### src/smr_regs.vh
// Register map, field positions, reset values and timing counts of the mode register bank.
// Assumes inclusion by bare name from the design files.
`ifndef SMR_REGS_VH
`define SMR_REGS_VH

// ----------------------------------------------------------------
// Control word layout
// ----------------------------------------------------------------
`define SMR_WORD_BITS 16
`define SMR_WORD_DIR_BIT 15
`define SMR_WORD_IDX_HI 14
`define SMR_WORD_IDX_LO 8
`define SMR_WORD_DATA_HI 7
`define SMR_HALF_WORD_BITS 8

// ----------------------------------------------------------------
// Register indices
// ----------------------------------------------------------------
`define SMR_IDX_RSVD_LOW 7'h00
`define SMR_IDX_ATTEN_FIRST 7'h01
`define SMR_IDX_ATTEN_LAST 7'h06
`define SMR_IDX_ATTEN_MUTE 7'h07
`define SMR_IDX_CH_ENABLE 7'h08
`define SMR_IDX_FORMAT 7'h09
`define SMR_IDX_DEEMPH 7'h0A
`define SMR_IDX_READBACK 7'h0B
`define SMR_IDX_RSVD_HIGH 7'h0C
`define SMR_NUM_REGS 12

// ----------------------------------------------------------------
// Field positions
// ----------------------------------------------------------------
`define SMR_AM_LOAD_BIT 7
`define SMR_AM_RATE_BIT 6
`define SMR_CE_ZERO_BIT 6
`define SMR_FF_FILTER_BIT 5
`define SMR_FF_DIVIDE_BIT 4
`define SMR_FF_CLKEN_BIT 3
`define SMR_DE_RATE_HI 4
`define SMR_DE_RATE_LO 3
`define SMR_RB_INC_BIT 7

// ----------------------------------------------------------------
// Reset values and writable bit masks
// ----------------------------------------------------------------
`define SMR_RST_ATTEN 8'hFF
`define SMR_RST_ATTEN_MUTE 8'h00
`define SMR_RST_CH_ENABLE 8'h00
`define SMR_RST_FORMAT 8'h00
`define SMR_RST_DEEMPH 8'h00
`define SMR_RST_READBACK 8'h01
`define SMR_MASK_FULL 8'hFF
`define SMR_MASK_CH_ENABLE 8'h7F
`define SMR_MASK_FORMAT 8'h3F
`define SMR_MASK_DEEMPH 8'h1F

// ----------------------------------------------------------------
// Timing counts
// ----------------------------------------------------------------
`define SMR_SYNC_STAGES 2
`define SMR_CNT_W 11
`define SMR_CNT_MAX 11'h7FF
`define SMR_HALF_WORD_CNT 11'h008
`define SMR_WORD_CNT 11'h010

`endif

### src/smr_sync.v
// Two-flip-flop synchroniser for a group of level inputs.
// Assumes the inputs are quasi-static with respect to the sampling clock.
`timescale 1ns/100ps
module smr_sync #(
  parameter W = 3,
  parameter [W-1:0] RST = {W{1'b0}}
) (
  input wire i_clk,
  input wire i_rst_n,
  input wire [W-1:0] i_async,
  output wire [W-1:0] o_sync
);

  // ----------------------------------------------------------------
  // Synchroniser stages
  // ----------------------------------------------------------------
  reg [W-1:0] meta_r;
  reg [W-1:0] sync_r;

  always @(posedge i_clk or negedge i_rst_n) begin
    if (!i_rst_n) begin
      meta_r <= RST;
      sync_r <= RST;
    end else begin
      meta_r <= i_async;
      sync_r <= meta_r;
    end
  end

  assign o_sync = sync_r;

endmodule

### src/smr_top.v
// Mode register bank with its four-wire serial control port, write and readback paths.
// Assumes the control pins come from an unrelated clock domain and the bit clock is slow.
`timescale 1ns/100ps
`include "smr_regs.vh"
module smr_top (
  input wire i_clk,
  input wire i_rst_n,
  input wire i_control_latch_line,
  input wire i_control_bit_clock,
  input wire i_control_serial_in,
  output wire o_control_serial_out,
  output wire o_control_serial_out_oe_n,
  output wire [47:0] o_attenuation_levels,
  output wire o_attenuation_load_enable,
  output wire o_attenuation_rate_select,
  output wire [5:0] o_soft_silence,
  output wire o_zero_input_silence_enable,
  output wire [5:0] o_converter_control,
  output wire [2:0] o_audio_word_format,
  output wire o_filter_rolloff_select,
  output wire o_clock_output_divide,
  output wire o_clock_output_enable,
  output wire [1:0] o_deemph_rate_select,
  output wire [2:0] o_deemph_enable,
  output wire [6:0] o_readback_index,
  output wire o_readback_auto_increment
);

  // ----------------------------------------------------------------
  // Pin synchronisation
  // ----------------------------------------------------------------
  wire [2:0] pins_sync;

  // Reset history matches the idle pins, so no false edge follows reset.
  smr_sync #(
    .W(3),
    .RST(3'h6)
  ) u_sync (
    .i_clk(i_clk),
    .i_rst_n(i_rst_n),
    .i_async({i_control_latch_line, i_control_bit_clock, i_control_serial_in}),
    .o_sync(pins_sync)
  );

  wire latch_s = pins_sync[2];
  wire bclk_s = pins_sync[1];
  wire sdin_s = pins_sync[0];

  reg latch_d_r;
  reg bclk_d_r;

  always @(posedge i_clk or negedge i_rst_n) begin
    if (!i_rst_n) begin
      latch_d_r <= 1'b1;
      bclk_d_r <= 1'b1;
    end else begin
      latch_d_r <= latch_s;
      bclk_d_r <= bclk_s;
    end
  end

  wire latch_fall = latch_d_r & ~latch_s;
  wire latch_rise = ~latch_d_r & latch_s;
  wire bclk_rise = ~bclk_d_r & bclk_s;
  wire bclk_fall = bclk_d_r & ~bclk_s;

  // ----------------------------------------------------------------
  // Frame state
  // ----------------------------------------------------------------
  reg active_r;
  reg active_nxt;
  reg [`SMR_CNT_W-1:0] cnt_r;
  reg [`SMR_CNT_W-1:0] cnt_nxt;
  reg [`SMR_WORD_BITS-1:0] shift_r;
  reg [`SMR_WORD_BITS-1:0] shift_nxt;
  reg read_r;
  reg read_nxt;
  reg auto_r;
  reg auto_nxt;
  reg [6:0] last_r;
  reg [6:0] last_nxt;

  wire [7:0] readback_reg;
  wire rb_auto = readback_reg[`SMR_RB_INC_BIT];
  wire [6:0] rb_index = readback_reg[6:0];

  always @* begin
    active_nxt = active_r;
    cnt_nxt = cnt_r;
    shift_nxt = shift_r;
    read_nxt = read_r;
    auto_nxt = auto_r;
    last_nxt = last_r;
    if (latch_fall) begin
      active_nxt = 1'b1;
      cnt_nxt = {`SMR_CNT_W{1'b0}};
      shift_nxt = {`SMR_WORD_BITS{1'b0}};
      read_nxt = 1'b0;
      auto_nxt = rb_auto;
      last_nxt = rb_index;
    end else if (latch_rise) begin
      active_nxt = 1'b0;
      read_nxt = 1'b0;
    end else if (active_r && bclk_rise) begin
      if (cnt_r < `SMR_WORD_CNT) begin
        shift_nxt = {shift_r[`SMR_WORD_BITS-2:0], sdin_s};
      end
      if (cnt_r == {`SMR_CNT_W{1'b0}}) begin
        read_nxt = sdin_s;
      end
      if (cnt_r != `SMR_CNT_MAX) begin
        cnt_nxt = cnt_r + {{(`SMR_CNT_W-1){1'b0}}, 1'b1};
      end
    end
  end

  always @(posedge i_clk or negedge i_rst_n) begin
    if (!i_rst_n) begin
      active_r <= 1'b0;
      cnt_r <= {`SMR_CNT_W{1'b0}};
      shift_r <= {`SMR_WORD_BITS{1'b0}};
      read_r <= 1'b0;
      auto_r <= 1'b0;
      last_r <= 7'h00;
    end else begin
      active_r <= active_nxt;
      cnt_r <= cnt_nxt;
      shift_r <= shift_nxt;
      read_r <= read_nxt;
      auto_r <= auto_nxt;
      last_r <= last_nxt;
    end
  end

  // ----------------------------------------------------------------
  // Write strobe
  // ----------------------------------------------------------------
  wire word_full = (cnt_r == `SMR_WORD_CNT);
  wire wr_now = active_r & latch_rise & word_full & ~shift_r[`SMR_WORD_DIR_BIT];
  wire [6:0] wr_index = shift_r[`SMR_WORD_IDX_HI:`SMR_WORD_IDX_LO];
  wire [7:0] wr_data = shift_r[`SMR_WORD_DATA_HI:0];

  // ----------------------------------------------------------------
  // Register bank
  // ----------------------------------------------------------------
  wire [8*`SMR_NUM_REGS-1:0] bank_w;

  assign bank_w[7:0] = 8'h00;

  genvar gi;
  generate
    for (gi = 1; gi < `SMR_NUM_REGS; gi = gi + 1) begin : g_reg
      localparam [7:0] RST_VAL =
        (gi <= 6) ? `SMR_RST_ATTEN :
        (gi == 7) ? `SMR_RST_ATTEN_MUTE :
        (gi == 8) ? `SMR_RST_CH_ENABLE :
        (gi == 9) ? `SMR_RST_FORMAT :
        (gi == 10) ? `SMR_RST_DEEMPH :
        `SMR_RST_READBACK;
      localparam [7:0] MASK =
        (gi == 8) ? `SMR_MASK_CH_ENABLE :
        (gi == 9) ? `SMR_MASK_FORMAT :
        (gi == 10) ? `SMR_MASK_DEEMPH : `SMR_MASK_FULL;
      localparam [31:0] IDX_W = gi;
      localparam [6:0] IDX = IDX_W[6:0];
      reg [7:0] val_r;
      always @(posedge i_clk or negedge i_rst_n) begin
        if (!i_rst_n) begin
          val_r <= RST_VAL;
        end else if (wr_now && (wr_index == IDX)) begin
          val_r <= wr_data & MASK;
        end
      end
      assign bank_w[8*gi+7:8*gi] = val_r;
    end
  endgenerate

  assign readback_reg = bank_w[8*11+7:8*11];

  // ----------------------------------------------------------------
  // Readback path
  // ----------------------------------------------------------------
  function [7:0] read_byte;
    input [7:0] idx;
    input [8*`SMR_NUM_REGS-1:0] bank;
    begin
      if (idx >= 8'h01 && idx < 8'h0C) begin
        read_byte = bank[8*idx +: 8];
      end else begin
        read_byte = 8'h00;
      end
    end
  endfunction

  wire [`SMR_CNT_W-1:0] pos = cnt_r - `SMR_HALF_WORD_CNT;
  wire [7:0] word_num = pos[`SMR_CNT_W-1:3];
  wire [7:0] auto_idx = word_num + 8'h01;
  wire [7:0] single_idx = {1'b0, last_r};
  wire [7:0] sel_idx = auto_r ? auto_idx : single_idx;
  wire [7:0] sel_byte = read_byte(sel_idx, bank_w);
  wire past_half = (cnt_r >= `SMR_HALF_WORD_CNT);
  wire in_range = auto_r ? (auto_idx <= {1'b0, last_r}) : (word_num == 8'h00);

  reg sdout_r;
  reg sdout_nxt;
  reg oe_n_r;
  reg oe_n_nxt;

  always @* begin
    sdout_nxt = sdout_r;
    oe_n_nxt = oe_n_r;
    if (!active_r || latch_rise || latch_fall) begin
      sdout_nxt = 1'b0;
      oe_n_nxt = 1'b1;
    end else if (bclk_fall && read_r) begin
      if (past_half && in_range) begin
        sdout_nxt = sel_byte[~pos[2:0]];
        oe_n_nxt = 1'b0;
      end else begin
        sdout_nxt = 1'b0;
        oe_n_nxt = 1'b1;
      end
    end
  end

  always @(posedge i_clk or negedge i_rst_n) begin
    if (!i_rst_n) begin
      sdout_r <= 1'b0;
      oe_n_r <= 1'b1;
    end else begin
      sdout_r <= sdout_nxt;
      oe_n_r <= oe_n_nxt;
    end
  end

  // ----------------------------------------------------------------
  // Outputs
  // ----------------------------------------------------------------
  assign o_control_serial_out = sdout_r;
  assign o_control_serial_out_oe_n = oe_n_r;
  assign o_attenuation_levels = bank_w[8*7-1:8];
  assign o_attenuation_load_enable = bank_w[8*7+`SMR_AM_LOAD_BIT];
  assign o_attenuation_rate_select = bank_w[8*7+`SMR_AM_RATE_BIT];
  assign o_soft_silence = bank_w[8*7+5:8*7];
  assign o_zero_input_silence_enable = bank_w[8*8+`SMR_CE_ZERO_BIT];
  assign o_converter_control = bank_w[8*8+5:8*8];
  assign o_audio_word_format = bank_w[8*9+2:8*9];
  assign o_filter_rolloff_select = bank_w[8*9+`SMR_FF_FILTER_BIT];
  assign o_clock_output_divide = bank_w[8*9+`SMR_FF_DIVIDE_BIT];
  assign o_clock_output_enable = bank_w[8*9+`SMR_FF_CLKEN_BIT];
  assign o_deemph_rate_select = bank_w[8*10+`SMR_DE_RATE_HI:8*10+`SMR_DE_RATE_LO];
  assign o_deemph_enable = bank_w[8*10+2:8*10];
  assign o_readback_index = rb_index;
  assign o_readback_auto_increment = rb_auto;

endmodule

### config.mk
export PLATFORM = sky130hd
export DESIGN_NAME = smr_top
export DESIGN_NICKNAME = d
export VERILOG_FILES = /design/src/smr_sync.v /design/src/smr_top.v
export VERILOG_INCLUDE_DIRS = /design/src
export SDC_FILE = /design/constraint.sdc
export NUM_CORES = 1
export LEC_CHECK = 0
export ABC_AREA = 1
export ABC_CLOCK_PERIOD_IN_PS = 4320
export BUFFER_PORTS_ARGS = -buffer_cell sky130_fd_sc_hd__buf_2
export CAP_MARGIN = 25
export CORE_UTILIZATION = 45
export CTS_BUF_LIST = sky130_fd_sc_hd__clkbuf_2 sky130_fd_sc_hd__clkbuf_4 sky130_fd_sc_hd__clkbuf_8
export CTS_CLUSTER_DIAMETER = 200
export DETAILED_ROUTE_END_ITERATION = 10
export RECOVER_POWER = 100
export SLEW_MARGIN = 15
export SYNTH_ARGS = -nofsm -noshare
export SYNTH_HDL_FRONTEND = slang
export SYNTH_SLANG_ARGS = --single-unit
### constraint.sdc
create_clock -name i_clk -period 4.32 [get_ports i_clk]
set_clock_uncertainty 0.05 [all_clocks]
set_input_delay 0.216 -clock i_clk [delete_from_list [all_inputs] [get_ports i_clk]]
set_output_delay 0.216 -clock i_clk [all_outputs]
set_load 0.05 [all_outputs]
# Yosys cells after proc, flatten, opt, wreduce, memory -nomap -nowiden
# Index checks and enable logic that the tools add are counted.
# op_classes
add_sub_neg	3
n_mul	0
n_div	0
n_lt_le_gt_ge	6
eq_ne	14
shifts	1
mux	25
n_bitwise	13
reduce_logical	30
# op_table
operator	n
96-bit by 12-bit indexed part select with 8-bit output	1
16-bit 2-to-1 mux	4
11-bit 2-to-1 mux	4
7-bit by 3-bit == test with 1-bit output, second input constant	4
7-bit by 4-bit == test with 1-bit output, second input constant	4
8-bit 2-to-1 mux	2
1-bit logical AND	15
7-bit by 2-bit == test with 1-bit output, second input constant	2
1-bit 2-to-1 mux	14
11-bit by 1-bit adder with 11-bit output, second input constant	1
11-bit by 5-bit == test with 1-bit output, second input constant	1
11-bit by 4-bit >= comparator with 1-bit output, second input constant	1
11-bit zero test	1
11-bit by 5-bit < comparator with 1-bit output, second input constant	1
11-bit inequality test, second input constant	1
11-bit by 4-bit subtractor with 11-bit output, second input constant	1
2-bit nonzero test	5
8-bit by 1-bit adder with 8-bit output, second input constant	1
8-bit by 1-bit >= comparator with 1-bit output, second input constant	1
8-bit by 7-bit <= comparator with 1-bit output	1
8-bit zero test	1
8-bit by 4-bit < comparator with 1-bit output, second input constant	1
1-bit AND	7
7-bit by 1-bit == test with 1-bit output, second input constant	1
10 further kinds	17
# totals
ff_bits	129
latch_bits	0
ramBits	0
rom_bits	0
wordCells	115
memories	0

# Longest topological paths before layout
# logic_depth
word_depth	11
ltp_mapped	25
mapped_depth_nobuf	24

# Cells and area by module
# A second synthesis with hierarchy kept.
# unflattened
hier_cells	919
hier_area_um2	7046.8
# modules_own_cells
module	n_inst	cells_per_inst	area_each_um2	seq_area_each_um2
smr_top	1	913	6891.6	3143.0
smr_sync	1	6	155.1	155.1

# Worst setup path before layout
# Ideal clock, no wire load.
# synth_timing
path_kind	register to register
from	register cnt_r[3]
to	register sdout_r, in the netlist o_control_serial_out
arrival_ps	2405
path_slack_ps	1798
path_stages_with_launch	24
n_path_buf	1
cell_sequence	dfrtp_1 inv_2 buf_6 ha_1 inv_1 nand2_1 nor2_1 nand2_1 nand2_1 inv_1 ha_1 a21oi_1 o21ai_0 nand2_1 nand2_1 nand2_1 nand2_1 nand2_1 nand2_1 nand2_1 nand2_1 nor2_1 nand3_1 nand2_1
# synth_via
elab_chain_cells	11
elab_cells_between_ends	18
classes_between	add/sub: 2; order compare: 4; shift: 1; mux: 8; reduce/logical: 3
# synth_rtl
element	line	source
from (decl)	smr_top.v:72	reg [`SMR_CNT_W-1:0] cnt_r;
from (signal assigned)	smr_top.v:120	cnt_r <= {`SMR_CNT_W{1'b0}};
from (signal assigned)	smr_top.v:127	cnt_r <= cnt_nxt;
branches (longest 8 deep; another with 11-bit by 4-bit subtractor with 11-bit output)	n/a	
1-bit 2-to-1 mux *	smr_top.v:216	if (past_half && in_range) begin
1-bit 2-to-1 mux *	smr_top.v:215	end else if (bclk_fall && read_r) begin
1-bit 2-to-1 mux *	smr_top.v:212	if (!active_r || latch_rise || latch_fall) begin
to (signal assigned)	smr_top.v:231	sdout_r <= sdout_nxt;
to (decl)	smr_top.v:204	reg sdout_r;
# Every way passes the cells marked *. The select of a mux whose other input is x is not followed.
# A chain may end at the register's enable or synchronous reset.

# Worst setup path in the final report
# layout_timing
from	register auto_r
to	register sdout_r, in the netlist o_control_serial_out
# layout_via
elab_chain_cells	9
elab_cells_between_ends	13
classes_between	order compare: 2; shift: 1; mux: 8; reduce/logical: 2
# layout_rtl
element	line	source
from (decl)	smr_top.v:78	reg auto_r;
from (signal assigned)	smr_top.v:130	auto_r <= auto_nxt;
branches (longest 6 deep; another with 96-bit by 12-bit indexed part select with 8-bit output)	n/a	
1-bit 2-to-1 mux *	smr_top.v:216	
1-bit 2-to-1 mux *	smr_top.v:215	
1-bit 2-to-1 mux *	smr_top.v:212	
# Marked as above.

==> flow_summary.json <==
{
  "cts_sinks": 129,
  "r2r_end": "o_control_serial_out",
  "r2r-start": "auto_r",
  "start_kind": "register",
  "route.met3.wl_um": 1105,
  "finalSetupViolCount": 0,
  "syn_nets": 892,
  "setup_tns_ns": 0,
  "drc": 6,
  "ys.flop_type": "dfrtp_1",
  "core_um2": 14640,
  "start_util": 0.4649,
  "critPathSlowestCell": "nand2_2",
  "wirelength_um": 19650,
  "ys_seq_area_frac": 0.4845,
  "die_w_um": 125.0,
  "synth_cell_type_count": 34,
  "num_antenna_cells": 0,
  "wl_met1_um": 9496,
  "synth_edf_count": 0,
  "fp-row-count": 44,
  "period_share": 0.8137,
  "avgViaCountPerCell": 5.330,
  "grt_max_degree": 56,
  "critPathMostFrequentCell": "nand3_1",
  "grt_overflow": 0,
  "grt_usage": 0.2651,
  "syn_to_final_growth_pct": 12.04,
  "final_common_cell": "nand2_1",
  "worst-r2r-setup-slack_ns": 0.80,
  "tightest_slew_ns": 2.801,
  "cts_made_buffers": 17,
  "crit_arrival_ns": 3.81,
  "rsz0062_at_grt": "no",
  "p_per_area_nw_per_um2": 328.7,
  "crit_chain": "inv_1, nand2_1, nand2_2, o211ai_1, nand3_1, nand3_1, nand3_1, nand3_1, nand2_1, nand3_1, nand2_1",
  "synthCells": 873,
  "htree_levels": 4,
  "r2r_cells": 11,
  "fp.dieH_um": 125.0,
  "antenna_found_initial": 0,
  "violations": "design-rule violations, max-capacitance violations, max-slew violations",
  "slew_viol_final": 50,
  "relSlewSlack": -0.8676,
  "status": "finished with violations",
  "final_cell_area_um2": 7627,
  "wire_per_inst_um": 17.04,
  "dpl-instance-area_um2": 7346,
  "final_cell_mix": "nand2_1, inv_1, nand3_1, o21ai_0, clkbuf_1",
  "ys_ff_latch": 129,
  "grt_pass1_wl_um": 31950,
  "dpl.hpwl_um": 14070,
  "nets": 975,
  "slowest_delay_ns": 0.69,
  "top_layer_used": "met4",
  "fmax_mhz": 284.5,
  "postRouteAntennaNets": 0,
  "vias": 6145,
  "cts_tree": "done",
  "async_flop_share": 1.000,
  "gp_congestion": 0.8657,
  "critPathKind": "reg2reg",
  "fin_crit_ns": 3.515,
  "io_buffers": 88,
  "worst-path-max-fanout": 55,
  "drive_gt1_frac": 0.1042,
  "required_ns": 4.62,
  "postCtsHoldBufs": 4,
  "met2_length_um": 8767,
  "ios": 89,
  "hold_end": "u_sync.o_sync[1]",
  "die_area_um2": 15620,
  "ys_warn_count": 0,
  "cts_root_buf": "clkbuf_8",
  "hp-start": "u_sync.meta_r[1]",
  "path_clk_slew_ns": 0.08,
  "post-route-util": 0.5208,
  "drtIter0Drc": 452,
  "first_global_vias": 5793,
  "synth_area_um2": 6808,
  "drtPass1Iterations": 8,
  "clock_path_buffers": 2,
  "power_mw": 2.507,
  "hold_viol": 0,
  "holdPathStages": 0,
  "clk_latency_ns": 0.46,
  "max-cap-violations": 1,
  "p_leak_nw": 3.710,
  "hold_path.class": "reg2reg",
  "post_cts_buffers": 0,
  "avgSynthCellArea_um2": 7.798,
  "ir_drop_mv": 0.1919,
  "worstSetupEndpointType": "register",
  "cts-resized-gates": 0
}
## metal layers
layer	up-vias	global-route usage
li1	3000	-
met4	0	0.07102
met1	2926	0.3906
met2	196	0.4016
met3	23	0.04835
met5	-	0
## worst max-delay path: cells and delay by family (launching register included)
| family | cells | cell delay (ns) |
|---|---|---|
| buffers and inverters | 1 | 0.32 |
| flip-flops | 1 | 0.67 |
| AO/OA/AOI/OAI | 1 | 0.54 |
| AND/OR/NAND/NOR | 9 | 1.79 |
## stage by stage
stage	hold slack (ns)	instances	setup WS, ns
CTS	0.2843	1153	0.8576
detailed placement	0.2430	1117	0.8865
floorplan	-0.1296	873	1.798
global placement	0.2435	1117	0.9302
global route	0.3172	1153	0.3629
finish	0.3124	1153	0.8048
## cells in the mapped netlist, types with 2 or more instances
library cell,instances,area [µm²]
dfstp_2,56,1471
o211ai_1,5,37.54
o22ai_1,15,93.84
clkbuf_1,13,48.80
nor3_1,16,80.08
xor2_1,3,26.28
nor2_2,2,12.51
nand3_1,103,515.5
inv_1,114,427.9
mux2i_1,15,150.1
a21oi_1,19,95.09
buf_2,15,75.07
buf_6,3,33.78
nand2_1,255,957.2
dfrtp_1,73,1827
o21ai_0,90,450.4
nor3_2,2,20.02
ha_1,14,175.2
inv_2,3,11.26
nor2_1,32,120.1
nand4_1,12,75.07
## report_power, final
part	internal (mW)	total (mW)	switching, mW
Clock	0.469	0.999	0.530
Combinational	0.0797	0.250	0.170
Sequential	1.23	1.26	0.0298
Total	1.78	2.51	0.730
## cell families after synthesis
kind of cell | share of synthesized area
multiplexers | 0.02205
AO/OA/AOI/OAI | 0.1026
buffers and inverters | 0.09079
flip-flops | 0.4845
AND/OR/NAND/NOR | 0.2705
adder cells (fa/ha/maj) | 0.02573
XOR/XNOR | 0.003860
## registers in the layout (all words and copies together) (netlist names)
name and flops:
g.val_r 82, shift_r 16, cnt_r 11, last_r 7
u_sync.meta_r 3, u_sync.o_sync 3, active_r 1, auto_r 1
bclk_d_r 1, latch_d_r 1, o_control_serial_out 1, o_control_serial_out_oe_n 1
read_r 1
## area by class of cell
type                    instances  area, µm²
clock buffers                  18      241.5
clock inverters                14      130.1
fillers                      1539       7017
inverters                     118      442.9
multi-input cells             593       2883
flip-flops and latches        129       3298
well taps                     184      230.2
repair buffers                 97      401.6
## worst max-delay path by stage
stage                     startpoint                   end  slack, ns  cells past startpoint
after global routing         i_rst_n     g_reg[7].val_r[1]       0.36                      3
after CTS                     auto_r  o_control_serial_out       0.86                     13
after global placement        auto_r  o_control_serial_out       0.93                     12
final                         auto_r  o_control_serial_out       0.80                     11
after detailed placement      auto_r  o_control_serial_out       0.89                     12
after floorplan             cnt_r[3]  o_control_serial_out       1.80                     23
(Power assumes the default switching activity.)
